File: src/pkg/cfm_consts.vh
// constants for the custom profile frequency-count monitor register bank
// assumes inclusion by the design file only; definitions, no logic
//
// What this block does
// - profile A low count limit is 16 bits, low byte 0x6b, high byte 0x6c
// - profile A high count limit is 16 bits, low byte 0x6d, high byte 0x6e
// - each profile A window spans the 0x6f value plus one reference cycles
// - bit 0 of 0x70 divides the profile A reference by 4 before counting
// - profile B frequency is a 14-bit multiple of 8 kHz, bits 7:0 at 0x71
// - profile B multiplier bits 13:8 come from bits 5:0 of 0x72
`ifndef CFM_CONSTS_VH
`define CFM_CONSTS_VH

// register addresses on the configuration port
`define CFM_ADDR_LOW_LO    7'h6b
`define CFM_ADDR_LOW_HI    7'h6c
`define CFM_ADDR_HIGH_LO   7'h6d
`define CFM_ADDR_HIGH_HI   7'h6e
`define CFM_ADDR_CYCLES    7'h6f
`define CFM_ADDR_PRESCALE  7'h70
`define CFM_ADDR_MULT_LO   7'h71
`define CFM_ADDR_MULT_HI   7'h72

// reset values
`define CFM_RST_BYTE       8'h00
`define CFM_RST_BIT        1'b0
`define CFM_RST_MULT_HI    6'h00

// field positions and widths
`define CFM_PRESCALE_BIT   0
`define CFM_MULT_HI_MSB    5
`define CFM_RSVD_PRE_ZERO  7'h00
`define CFM_RSVD_MULT_ZERO 2'h0

// divide-by-4 prescaler: terminal value of a 2-bit edge counter
`define CFM_PRESCALE_LAST  2'h3
`define CFM_PRESCALE_ZERO  2'h0

// window clock counter stall limit and step values
`define CFM_COUNT_MAX      16'hffff
`define CFM_COUNT_ZERO     16'h0000
`define CFM_COUNT_ONE      16'h0001
`define CFM_TICKS_ZERO     8'h00
`define CFM_TICKS_ONE      8'h01

`endif

File: src/verilog/cfm_top.v
// custom profile register bank and profile A frequency-count monitor
// assumes the serial port front end delivers decoded byte accesses,
// and the reference input is already synchronous to clk
`timescale 1ns/10ps
`default_nettype none
`include "cfm_consts.vh"

module cfm_top (
  input  wire        clk,
  input  wire        rst,
  // decoded configuration port access
  input  wire [6:0]  reg_addr,
  input  wire        reg_wr,
  input  wire        reg_rd,
  input  wire [7:0]  reg_wdata,
  output reg  [7:0]  reg_rdata,
  output reg         reg_rvalid,
  // reference assigned to custom profile A
  input  wire        mon_en,
  input  wire        ref_in,
  // monitor results
  output reg         freq_fail,
  output reg         window_done,
  output reg  [15:0] last_count,
  // configuration outputs
  output reg  [7:0]  profile_a_low_limit_lsbyte,
  output reg  [7:0]  profile_a_low_limit_msbyte,
  output reg  [7:0]  profile_a_high_limit_lsbyte,
  output reg  [7:0]  profile_a_high_limit_msbyte,
  output reg  [7:0]  profile_a_window_cycle_count,
  output reg         profile_a_prescale_enable,
  output reg  [7:0]  profile_b_multiplier_low,
  output reg  [5:0]  profile_b_multiplier_high
);

  // one-hot monitor states
  localparam [1:0] ST_IDLE = 2'b01;
  localparam [1:0] ST_MEAS = 2'b10;

  reg  [1:0]  state_r;
  reg  [1:0]  state_nxt;
  reg         ref_prev_r;
  reg  [1:0]  pre_cnt_r;
  reg  [7:0]  tick_cnt_r;
  reg  [7:0]  tick_cnt_nxt;
  reg  [15:0] clk_cnt_r;
  reg  [15:0] clk_cnt_nxt;
  reg         end_win;
  reg         lost_ref;
  reg  [7:0]  rd_mux;

  wire        ref_rise;
  wire        ref_tick;
  wire [15:0] low_limit;
  wire [15:0] high_limit;
  wire        win_fail;

  // limits assembled from byte pairs; the multiplier halves leave as two ports
  assign low_limit  = {profile_a_low_limit_msbyte,
                       profile_a_low_limit_lsbyte};
  assign high_limit = {profile_a_high_limit_msbyte,
                       profile_a_high_limit_lsbyte};

  // register writes; reserved bits are not stored
  always @(posedge clk) begin
    if (rst) begin
      profile_a_low_limit_lsbyte   <= `CFM_RST_BYTE;
      profile_a_low_limit_msbyte   <= `CFM_RST_BYTE;
      profile_a_high_limit_lsbyte  <= `CFM_RST_BYTE;
      profile_a_high_limit_msbyte  <= `CFM_RST_BYTE;
      profile_a_window_cycle_count <= `CFM_RST_BYTE;
      profile_a_prescale_enable    <= `CFM_RST_BIT;
      profile_b_multiplier_low     <= `CFM_RST_BYTE;
      profile_b_multiplier_high    <= `CFM_RST_MULT_HI;
    end else if (reg_wr) begin
      case (reg_addr)
        `CFM_ADDR_LOW_LO: begin
          profile_a_low_limit_lsbyte <= reg_wdata;
        end
        `CFM_ADDR_LOW_HI: begin
          profile_a_low_limit_msbyte <= reg_wdata;
        end
        `CFM_ADDR_HIGH_LO: begin
          profile_a_high_limit_lsbyte <= reg_wdata;
        end
        `CFM_ADDR_HIGH_HI: begin
          profile_a_high_limit_msbyte <= reg_wdata;
        end
        `CFM_ADDR_CYCLES: begin
          profile_a_window_cycle_count <= reg_wdata;
        end
        `CFM_ADDR_PRESCALE: begin
          profile_a_prescale_enable <= reg_wdata[`CFM_PRESCALE_BIT];
        end
        `CFM_ADDR_MULT_LO: begin
          profile_b_multiplier_low <= reg_wdata;
        end
        `CFM_ADDR_MULT_HI: begin
          profile_b_multiplier_high <= reg_wdata[`CFM_MULT_HI_MSB:0];
        end
        default: begin
          profile_a_prescale_enable <= profile_a_prescale_enable;     // unmapped: ignored
        end
      endcase
    end
  end

  // read mux; reserved bits and unmapped addresses read as zero
  always @* begin
    case (reg_addr)
      `CFM_ADDR_LOW_LO:   rd_mux = profile_a_low_limit_lsbyte;
      `CFM_ADDR_LOW_HI:   rd_mux = profile_a_low_limit_msbyte;
      `CFM_ADDR_HIGH_LO:  rd_mux = profile_a_high_limit_lsbyte;
      `CFM_ADDR_HIGH_HI:  rd_mux = profile_a_high_limit_msbyte;
      `CFM_ADDR_CYCLES:   rd_mux = profile_a_window_cycle_count;
      `CFM_ADDR_PRESCALE: rd_mux = {`CFM_RSVD_PRE_ZERO, profile_a_prescale_enable};
      `CFM_ADDR_MULT_LO:  rd_mux = profile_b_multiplier_low;
      `CFM_ADDR_MULT_HI:  rd_mux = {`CFM_RSVD_MULT_ZERO, profile_b_multiplier_high};
      default:            rd_mux = `CFM_RST_BYTE;
    endcase
  end

  // read data is registered, valid the cycle after the strobe
  always @(posedge clk) begin
    if (rst) begin
      reg_rdata  <= `CFM_RST_BYTE;
      reg_rvalid <= 1'b0;
    end else begin
      reg_rvalid <= reg_rd;
      if (reg_rd) begin
        reg_rdata <= rd_mux;
      end
    end
  end

  // reference edge detect
  always @(posedge clk) begin
    if (rst) begin
      ref_prev_r <= 1'b0;
    end else begin
      ref_prev_r <= ref_in;
    end
  end

  assign ref_rise = ref_in & ~ref_prev_r;

  // divide-by-4 prescaler passes every fourth rising edge when enabled
  always @(posedge clk) begin
    if (rst || !mon_en || !profile_a_prescale_enable) begin
      pre_cnt_r <= `CFM_PRESCALE_ZERO;
    end else if (ref_rise) begin
      pre_cnt_r <= pre_cnt_r + 2'h1;
    end
  end

  assign ref_tick = ref_rise &
                    (~profile_a_prescale_enable |
                     (pre_cnt_r == `CFM_PRESCALE_LAST));

  // window end: cycle count plus one prescaled reference periods seen
  always @* begin
    end_win  = 1'b0;
    lost_ref = 1'b0;
    if (state_r == ST_MEAS) begin
      if (ref_tick && (tick_cnt_r == profile_a_window_cycle_count)) begin
        end_win = 1'b1;
      end else if (clk_cnt_r == `CFM_COUNT_MAX) begin
        end_win  = 1'b1;                                              // reference stalled
        lost_ref = 1'b1;
      end
    end
  end

  // out-of-range count, or a stalled reference, fails the window
  assign win_fail = lost_ref |
                    (clk_cnt_r < low_limit) |
                    (clk_cnt_r > high_limit);

  // monitor state machine and counters
  always @* begin
    state_nxt    = state_r;
    tick_cnt_nxt = tick_cnt_r;
    clk_cnt_nxt  = clk_cnt_r;
    case (state_r)
      ST_IDLE: begin
        if (mon_en && ref_tick) begin
          state_nxt    = ST_MEAS;                                     // window opens on a tick
          tick_cnt_nxt = `CFM_TICKS_ZERO;
          clk_cnt_nxt  = `CFM_COUNT_ONE;
        end
      end
      ST_MEAS: begin
        if (!mon_en) begin
          state_nxt = ST_IDLE;
        end else if (end_win) begin
          // closing tick opens the next window back to back
          state_nxt    = lost_ref ? ST_IDLE : ST_MEAS;
          tick_cnt_nxt = `CFM_TICKS_ZERO;
          clk_cnt_nxt  = `CFM_COUNT_ONE;
        end else begin
          clk_cnt_nxt = clk_cnt_r + `CFM_COUNT_ONE;
          if (ref_tick) begin
            tick_cnt_nxt = tick_cnt_r + `CFM_TICKS_ONE;
          end
        end
      end
      default: begin
        state_nxt    = ST_IDLE;
        tick_cnt_nxt = `CFM_TICKS_ZERO;
        clk_cnt_nxt  = `CFM_COUNT_ZERO;
      end
    endcase
  end

  always @(posedge clk) begin
    if (rst) begin
      state_r    <= ST_IDLE;
      tick_cnt_r <= `CFM_TICKS_ZERO;
      clk_cnt_r  <= `CFM_COUNT_ZERO;
    end else begin
      state_r    <= state_nxt;
      tick_cnt_r <= tick_cnt_nxt;
      clk_cnt_r  <= clk_cnt_nxt;
    end
  end

  // results latched at each window end; flag cleared when disabled
  always @(posedge clk) begin
    if (rst) begin
      freq_fail   <= 1'b0;
      window_done <= 1'b0;
      last_count  <= `CFM_COUNT_ZERO;
    end else begin
      window_done <= end_win & mon_en;
      if (!mon_en) begin
        freq_fail <= 1'b0;
      end else if (end_win) begin
        freq_fail  <= win_fail;
        last_count <= clk_cnt_r;
      end
    end
  end

endmodule // cfm_top

`default_nettype wire
File: config.mk
export PLATFORM = sky130hd
export DESIGN_NAME = cfm_top
export DESIGN_NICKNAME = d
export VERILOG_FILES = /design/src/verilog/cfm_top.v
export VERILOG_INCLUDE_DIRS = /design/src /design/src/pkg
export SDC_FILE = /design/constraint.sdc
export NUM_CORES = 1
export LEC_CHECK = 0
export ABC_AREA = 1
export BUFFER_PORTS_ARGS = -buffer_cell sky130_fd_sc_hd__buf_2
export CAP_MARGIN = 20
export CORE_UTILIZATION = 35
export CTS_CLUSTER_DIAMETER = 30
export DETAILED_ROUTE_END_ITERATION = 8
export GPL_ROUTABILITY_DRIVEN = 0
export GPL_TIMING_DRIVEN = 0
export PLACE_DENSITY_LB_ADDON = 0.1
export SLEW_MARGIN = 20
export SYNTH_ARGS = -nofsm -noshare
export SYNTH_HDL_FRONTEND = slang
export SYNTH_SLANG_ARGS = --single-unit
File: constraint.sdc
create_clock -name clk -period 2.3 [get_ports clk]
set_input_delay 0.115 -clock clk [delete_from_list [all_inputs] [get_ports clk]]
set_output_delay 0.115 -clock clk [all_outputs]
set_load 0.005 [all_outputs]
=== After elaboration in Yosys (flattened, before gate mapping) ===
Index checks and enable logic that the tools add are counted.

* Add/sub/neg operators: 3
* $mul: 0
* Divide/modulo/power cells: 0
* Magnitude comparators: 2
* Equality and inequality tests: 17
* Shift operators: 0
* Mux-type cells: 20
* Bitwise operators: 9
* Reduce and logical (&&, ||, !) cells: 19

{| class="wikitable"
|+ Operators by type and width
! cell !! number
|-
| $pmux W8 S8 || 1
|-
| $eq A7 B7 Y1 const B || 8
|-
| $mux W16 || 3
|-
| $mux W8 || 4
|-
| $pmux W16 S2 || 1
|-
| $reduce_and A2 Y1 || 11
|-
| $add A16 B1 Y16 const B || 1
|-
| $eq A16 B16 Y1 const B || 1
|-
| $gt A16 B16 Y1 || 1
|-
| $lt A16 B16 Y1 || 1
|-
| $pmux W8 S2 || 1
|-
| $add A8 B1 Y8 const B || 1
|-
| $eq A8 B8 Y1 || 1
|-
| $mux W2 || 4
|-
| $ne A3 B3 Y1 const B || 2
|-
| $mux W1 || 5
|-
| $eq A2 B2 Y1 const B || 2
|-
| $ne A2 B2 Y1 const B || 2
|-
| $pmux W2 S2 || 1
|-
| $and A1 B1 Y1 || 3
|-
| $not A1 Y1 || 3
|-
| $or A1 B1 Y1 || 3
|-
| $reduce_and A3 Y1 || 1
|-
| $add A2 B1 Y2 const B || 1
|-
| 5 further kinds || 8
|}

* Register bits after elaboration: 111
* Bits in latches: 0
* Memory bits (writable): 0
* Bits in read-only memories: 0
* Output and inout port bits: 82
* Word-level logic and storage cells: 88
* Memories: 0

=== Logic depth before layout (Yosys ltp) ===
Gate-level depths: netlist (run 1).

* Word-level depth: 10
* Gate-level depth with buffers: 13
* Gate-level depth less buffers: 13

=== Worst setup path after synthesis (run 1) ===
No wires, ideal clock.

* Kind: reg2reg
* From: register clk_cnt_r[1]
* To: register tick_cnt_r[0]
* Arrival time: 1.548 ns
* Required time: 2.186 ns
* Slack: 0.639 ns
* Stages on the path, launching flop included: 12
* Path buffers: 1
* Cells stage by stage: dfxtp_1 ha_1 nand2_2 nor2_4 nand3_4 nor2_1 nand3_2 nand4_2 nand3_2 buf_6 a21oi_1 nor2_1

* Word-level cells in the longest chain between the ends: 7

{| class="wikitable"
|+ Ends and longest elaborated chain
! what !! line !! text
|-
| start, declared || cfm_top.v:46 || <nowiki>reg [15:0] clk_cnt_r;</nowiki>
|-
| start signal, assigned || cfm_top.v:219 || <nowiki>clk_cnt_r <= `CFM_COUNT_ZERO;</nowiki>
|-
| start signal, assigned || cfm_top.v:223 || <nowiki>clk_cnt_r <= clk_cnt_nxt;</nowiki>
|-
| $eq A16 B16 Y1 (no line) * || -- ||
|-
| $mux W1 * || cfm_top.v:167 || <nowiki>end else if (clk_cnt_r == `CFM_COUNT_MAX) begin</nowiki>
|-
| $mux W1 * || cfm_top.v:165 || <nowiki>if (ref_tick && (tick_cnt_r == profile_a_window_cycle_count)) begin</nowiki>
|-
| $mux W1 * || cfm_top.v:164 || <nowiki>if (state_r == ST_MEAS) begin</nowiki>
|-
| $mux W8 || cfm_top.v:195 || <nowiki>end else if (end_win) begin</nowiki>
|-
| $mux W8 || cfm_top.v:193 || <nowiki>if (!mon_en) begin</nowiki>
|-
| $pmux W8 S2 || cfm_top.v:184 || <nowiki>case (state_r)</nowiki>
|-
| end signal, assigned || cfm_top.v:218 || <nowiki>tick_cnt_r <= `CFM_TICKS_ZERO;</nowiki>
|-
| end signal, assigned || cfm_top.v:222 || <nowiki>tick_cnt_r <= tick_cnt_nxt;</nowiki>
|-
| end, declared || cfm_top.v:44 || <nowiki>reg [7:0] tick_cnt_r;</nowiki>
|}

Every way passes the cells marked *; elsewhere a longest branch is shown, timed or not. The select of a mux whose other input is x is not followed.
A chain may end at the register's enable or synchronous reset.

=== Worst setup path in the final report (run 1) ===
* From: register clk_cnt_r[1]
* To: register tick_cnt_r[1]

The elaborated chain is that of the path after synthesis.

==> summary.txt, run 1 <==
Synthesis
  – Post-synthesis sequential area ratio: 37.0%
  – Netlist cell types: 40
  – Cell taking the most area after synthesis: dfxtp_1
  – Mapped Area: 6010 um^2
  – Post-synth top area share: 37.0%
  – Post-synth EDFFs: 0
  – Main synth FF type: dfxtp_1
  – Async set or reset register ratio after synthesis: 0%
  – Largest cells by area after synthesis: dfxtp_1, a21oi_1, nand2_1, ha_1, inv_1
  – YS warnings: 0
  – Syn_nets: 906
  – Syn Inst Count: 849
  – #FFs+latches synth: 111
  – Avg Inst Size Synth: 7.08 um^2

Cells and area
  – Commonest cells after routing, fill and taps aside: nand2_1, a21oi_1, inv_1
  – Area Overhead vs Synth: 18.5%
  – Share of cells above drive strength 1: 16.1%
  – Antenna cells: 0
  – Net count reported at finish: 1018
  – Filler cells: 1782
  – Design Area, Final: 7130 um^2
  – Most common cell after layout, fill and taps aside: nand2_1

Floorplanning
  – Die Span X: 133 um
  – Num ports: 103
  – Initial Utilization: 36.0%
  – Num rows: 47
  – Die Y: 133 um
  – Full die area: 17700 um^2
  – Core box area: 16700 um^2

Job
  – MaxCap Viol Count: 0

Route
  – Post-DR wirelength/cell: 16.8 um
  – Via-to-Cell Ratio: 5.06
  – Vias: 6007
  – Routed WL: 19.9 mm
  – Initial DRC count: 379
  – DRT antenna net count: 0
  – Drt drc: 0
  – Pre-Repair DR Iteration Count: 5

STA
  – Final TNS setup: 0 ns
  – Fmax: 461 MHz
  – RSZ-0062 raised after global routing: no
  – Final worst slack: 0.130 ns
  – # setup viols final: 0
  – Tmin final: 2.17 ns
  – Count of final hold-check violations: 0
  – Slew Limit Fails: 0
  – Slew HR: 59.5%
  – Pin slew with the least headroom to its limit: 0.607 ns
  – Final worst path period share: 94.3%
  – Clock skew: 0.00777 ns

Clock tree
  – Total CTS buffers: 9
  – Clk Latency, worst-skew pair: 0.36 ns
  – Post-CTS setup buffers: 0
  – CTS tree: done
  – Sink Count: 111
  – Root Driver: clkbuf_16
  – Post-CTS Resized: 0
  – Clock transition at the registers of the reported paths: 0.08 ns
  – Hold Buf Count CTS: 1
  – Max Root-Sink Buffers: 2
  – H-tree lvl count: 3

Placement
  – Placed inst area: 6790 um^2
  – Pre-CTS setup slack: 0.189 ns
  – Buffers on Ports: 100
  – HPWL after DPL: 15.3 mm

Power and ir drop
  – Worst VDD drop: 0.397 mV
  – PwrDens: 700 nW/um^2
  – LEAKAGE: 3.07 nW

GRT
  – Remaining Overflow, GRT: 0
  – Initial antenna violation count: 0
  – Largest net degree at the start of global routing: 20
  – GR Util All Layers: 22.8%
  – First-pass GRT wire length: 30.7 mm
  – Vias in the first global route: 5437

Worst setup path
  – Crit-path cells: ha_1 > nand2_2 > nor2_4 > nand3_4 > nor2_4 > nand4_2 > nand2_4 > inv_2 > nand2_4 > inv_1 > a21oi_1 > nor2_1
  – CP required: 2.56 ns
  – Slowest stage cell on the critical path: dfxtp_1
  – WP buf/inv: 2
  – Biggest fanout along the worst timing path: 7
  – Worst reg2reg setup slack: 0.13 ns
  – Worst Path Arrival: 2.43 ns
  – Crit start category: register
  – Crit path max-delay family: simple AND/OR/NAND/NOR gates
  – Crit-path max cell delay: 0.53 ns
  – Critical Path End Type: register
  – CP Class: register to register

Outcome
  – Status: complete, no violations

Worst hold path
  – Tightest Hold Check Type: input port to register
==> routing by layer <==
layer	wire, um	vias up	GRT usage, %
li1	-	3064	-
met1	9450	2736	31.1
met2	9110	176	37.0
met3	944	31	3.22
met4	376	0	7.02
met5	0	-	0
==> worst reg2reg max path: stages (launching register included) <==
cell     delay (ns)
dfxtp_1        0.53
ha_1           0.26
nand2_2        0.09
nor2_4         0.15
nand3_4        0.10
nor2_4         0.15
nand4_2        0.14
nand2_4        0.15
inv_2          0.10
nand2_4        0.10
inv_1          0.09
a21oi_1        0.15
nor2_1         0.05
==> final cells by class <==
class	count	area (um^2)	share of cell area (%)
Timing Repair Buffer	101	510	7.16
Clock inverter	7	101	1.42
Buffer	28	161	2.27
Inverter	117	439	6.16
Clock buffer	9	225	3.16
Multi-Input combinational cell	593	3190	44.8
Sequential cell	111	2220	31.2
Tap cell	220	275	3.86
==> report_power, final <==
group	internal, W	switching, W	total (W)
combinational	0.000369	0.000718	0.00109
sequential	0.00201	0.000116	0.00213
clock	0.000969	0.000809	0.00178
==> logic make-up (layout without fill, tap and decap cells) <==
group	Yosys count	in the layout	share of synthesized area (%)
adder cells (fa/ha/maj)	36	36	7.49
buffers and inverters	145	262	9.99
AND/OR/NAND/NOR	317	317	24.1
flip-flops	111	111	37.0
AO/OA/AOI/OAI	228	228	19.7
XOR/XNOR	12	12	1.75
==> registers in the layout, summed over array words and instances, names as in the netlist, 2 cells and up <==
signal                        cells
profile_b_multiplier_low          8
profile_a_low_limit_msbyte        8
profile_a_window_cycle_count      8
profile_a_high_limit_lsbyte       8
reg_rdata                         8
profile_a_low_limit_lsbyte        8
profile_a_high_limit_msbyte       8
clk_cnt_r                        16
last_count                       16
profile_b_multiplier_high         6
state_r                           2
tick_cnt_r                        8
pre_cnt_r                         2
==> path summary, 6_finish.rpt <==
check,cells past startpoint,end,start
max,12,tick_cnt_r[1],clk_cnt_r[1]
min,3,profile_a_window_cycle_count[3],reg_wdata[3]
max reg2reg,12,tick_cnt_r[1],clk_cnt_r[1]
min reg2reg,2,reg_rdata[1],reg_rdata[1]
==> per-stage QoR <==
step / total power (W) / cells / hold slack, ns / util (%)
floorplan: 0.00294 / 849 / 0.222 / -
global placement: 0.00326 / 1169 / 0.357 / 40.7
detailed placement: 0.00325 / 1169 / 0.360 / 40.7
CTS: 0.00502 / 1186 / 0.112 / 42.7
global route: 0.00526 / 1186 / 0.119 / 42.7
finish: 0.00499 / 1186 / 0.113 / 42.7
==> synthesized netlist by cell type, types with 7 or more instances <==
library cell  count
a21oi_1         117
clkbuf_1         17
dfxtp_1         111
ha_1             36
inv_1           112
nand2_1         141
nand3_1          47
nand4_1          14
nor2_1           81
nor3_1            7
o21ai_0          72
o21ai_1          12
o22ai_1          20
Power figures use the tool's default switching activity.
==> inputs of run 2 (changes only) <==
--- a/config.mk
+++ b/config.mk
@@ -9,7 +9,7 @@
 export ABC_AREA = 1
 export BUFFER_PORTS_ARGS = -buffer_cell sky130_fd_sc_hd__buf_2
 export CAP_MARGIN = 20
-export CORE_UTILIZATION = 35
+export CORE_UTILIZATION = 25
 export CTS_CLUSTER_DIAMETER = 30
 export DETAILED_ROUTE_END_ITERATION = 8
 export GPL_ROUTABILITY_DRIVEN = 0
==> summary.txt, run 2 (synthesis gave the netlist of run 1 again) <==
Floorplanning
  – Initial Utilization: 25.5%
  – Core box area: 23500 um^2
  – Die Y: 157 um
  – Num rows: 56
  – Die Span X: 157 um
  – Full die area: 24700 um^2
  – Num ports: 103

Worst setup path
  – CP Class: register to register
  – R2r worst-path depth: 12
  – Reg2reg end: tick_cnt_r[1]
  – Critical Path End Type: register
  – Worst setup path end: tick_cnt_r[1]
  – Crit start category: register
  – Worst Path Arrival: 2.23 ns
  – CP required: 2.55 ns
  – Worst r2r src: clk_cnt_r[1]
  – Biggest fanout along the worst timing path: 7
  – Worst Setup SP: clk_cnt_r[1]
  – Worst reg2reg setup slack: 0.32 ns

Cells and area
  – Area Overhead vs Synth: 20.0%
  – Filler cells: 2693
  – Register Area: 2220 um^2
  – Post-Layout Cell Count: 1285
  – Largest registers: clk_cnt_r x16, last_count x16
  – Commonest cells after routing, fill and taps aside: nand2_1, a21oi_1, inv_1
  – Net count reported at finish: 1018
  – Most common cell after layout, fill and taps aside: nand2_1
  – Share of cells above drive strength 1: 16.4%
  – Multi-input gate area: 3190 um^2
  – Antenna cells: 0

Route
  – Pre-Repair DR Iteration Count: 5
  – Metal-1 WL: 10.5 mm
  – Routed WL: 21.8 mm
  – Post-DR wirelength/cell: 17.0 um
  – Vias: 5901
  – Met3 WL: 856 um
  – Drt drc: 0
  – DRT antenna net count: 0
  – Met2 WL: 10.1 mm
  – Via-to-Cell Ratio: 4.59
  – Max Used Layer: met4
  – Initial DRC count: 296

Clock tree
  – Clock transition at the registers of the reported paths: 0.09 ns
  – Root Driver: clkbuf_16
  – Clk Latency, worst-skew pair: 0.37 ns
  – Total CTS buffers: 9
  – Sink Count: 111
  – CTS tree: done
  – Max Root-Sink Buffers: 2
  – H-tree lvl count: 3

Outcome
  – Status: complete, no violations

Power and ir drop
  – Worst VDD drop: 0.375 mV
  – LEAKAGE: 3.07 nW
  – PwrDens: 670 nW/um^2

STA
  – Final worst path period share: 86.0%
  – Pin slew with the least headroom to its limit: 0.648 ns
  – # setup viols final: 0
  – Fmax: 505 MHz
  – Slew HR: 56.8%
  – Final TNS setup: 0 ns
  – Fin Hold WS: 0.136 ns
  – RSZ-0062 raised after global routing: no
  – Tmin final: 1.98 ns
  – Slew Limit Fails: 0
  – Count of final hold-check violations: 0
  – Clock skew: 0.0149 ns
  – Final worst slack: 0.322 ns

GRT
  – First-pass GRT wire length: 33.6 mm
  – Largest net degree at the start of global routing: 21
  – Remaining Overflow, GRT: 0
  – GR Util All Layers: 18.4%
  – Vias in the first global route: 5587
  – Initial antenna violation count: 0

Placement
  – Pre-CTS setup slack: 0.214 ns
  – Buffers on Ports: 100
  – HPWL after DPL: 17.0 mm
  – Inst Count DP: 1268

Worst hold path
  – Tightest Hold Check Type: input port to register
  – WHS Path Cells: 3

Job
  – MaxCap Viol Count: 0
run 2: stage by stage:
stage	total power (W)	utilization, %	area (um^2)
4_1_cts	0.00491	30.6	7210
3_5_place_dp	0.00330	29.4	6910
2_1_floorplan	0.00294	-	6010
3_3_place_gp	0.00331	29.4	6910
6_report	0.00483	30.6	7210
5_1_grt	0.00513	30.6	7210
run 2: where the power goes:
group / total, W / internal [W] / switching (W)
combinational: 0.00112 / 0.000370 / 0.000748
clock: 0.00159 / 0.000761 / 0.000826
sequential: 0.00213 / 0.00201 / 0.000117
run 2: layout make-up:
cell class | count | area share, %
inverter | 117 | 6.09
timing repair buffer | 101 | 7.08
buffer | 28 | 2.24
multi-input combinational | 593 | 44.2
sequential | 111 | 30.8
tap | 319 | 5.53
clock inverter | 7 | 0.867
clock buffer | 9 | 3.12
run 2: worst min path at each step:
stage / startpoint / endpoint / slack [ns]
after floorplan: ref_in / ref_prev_r / 0.22
after global placement: ref_in / ref_prev_r / 0.36
after detailed placement: ref_in / ref_prev_r / 0.36
after CTS: reg_rd / reg_rdata[5] / 0.13
after global routing: reg_wdata[5] / profile_a_window_cycle_count[5] / 0.14
final: reg_rd / reg_rdata[3] / 0.14
run 2: timing repair:
item,CTS,global route
hold buffers,1,0
setup endpoints to repair,0,2
endpoints found under the hold margin,1,0
buffers inserted,0,0
gates resized for setup,0,2
run 2: worst max-delay path: stages, from the launching register on:
cell	delay, ns
dfxtp_2	0.42
ha_1	0.20
nand2_2	0.08
nor2_4	0.14
nand3_4	0.10
nor2_4	0.14
nand4_2	0.15
nand2_4	0.15
inv_2	0.11
nand2_4	0.11
inv_1	0.09
a21oi_1	0.14
nor2_1	0.05
run 2: routing by layer:
layer,vias up,GRT usage (%)
met1,2709,24.9
met4,0,4.95
met5,-,0
met3,13,2.84
met2,129,30.3
li1,3050,-
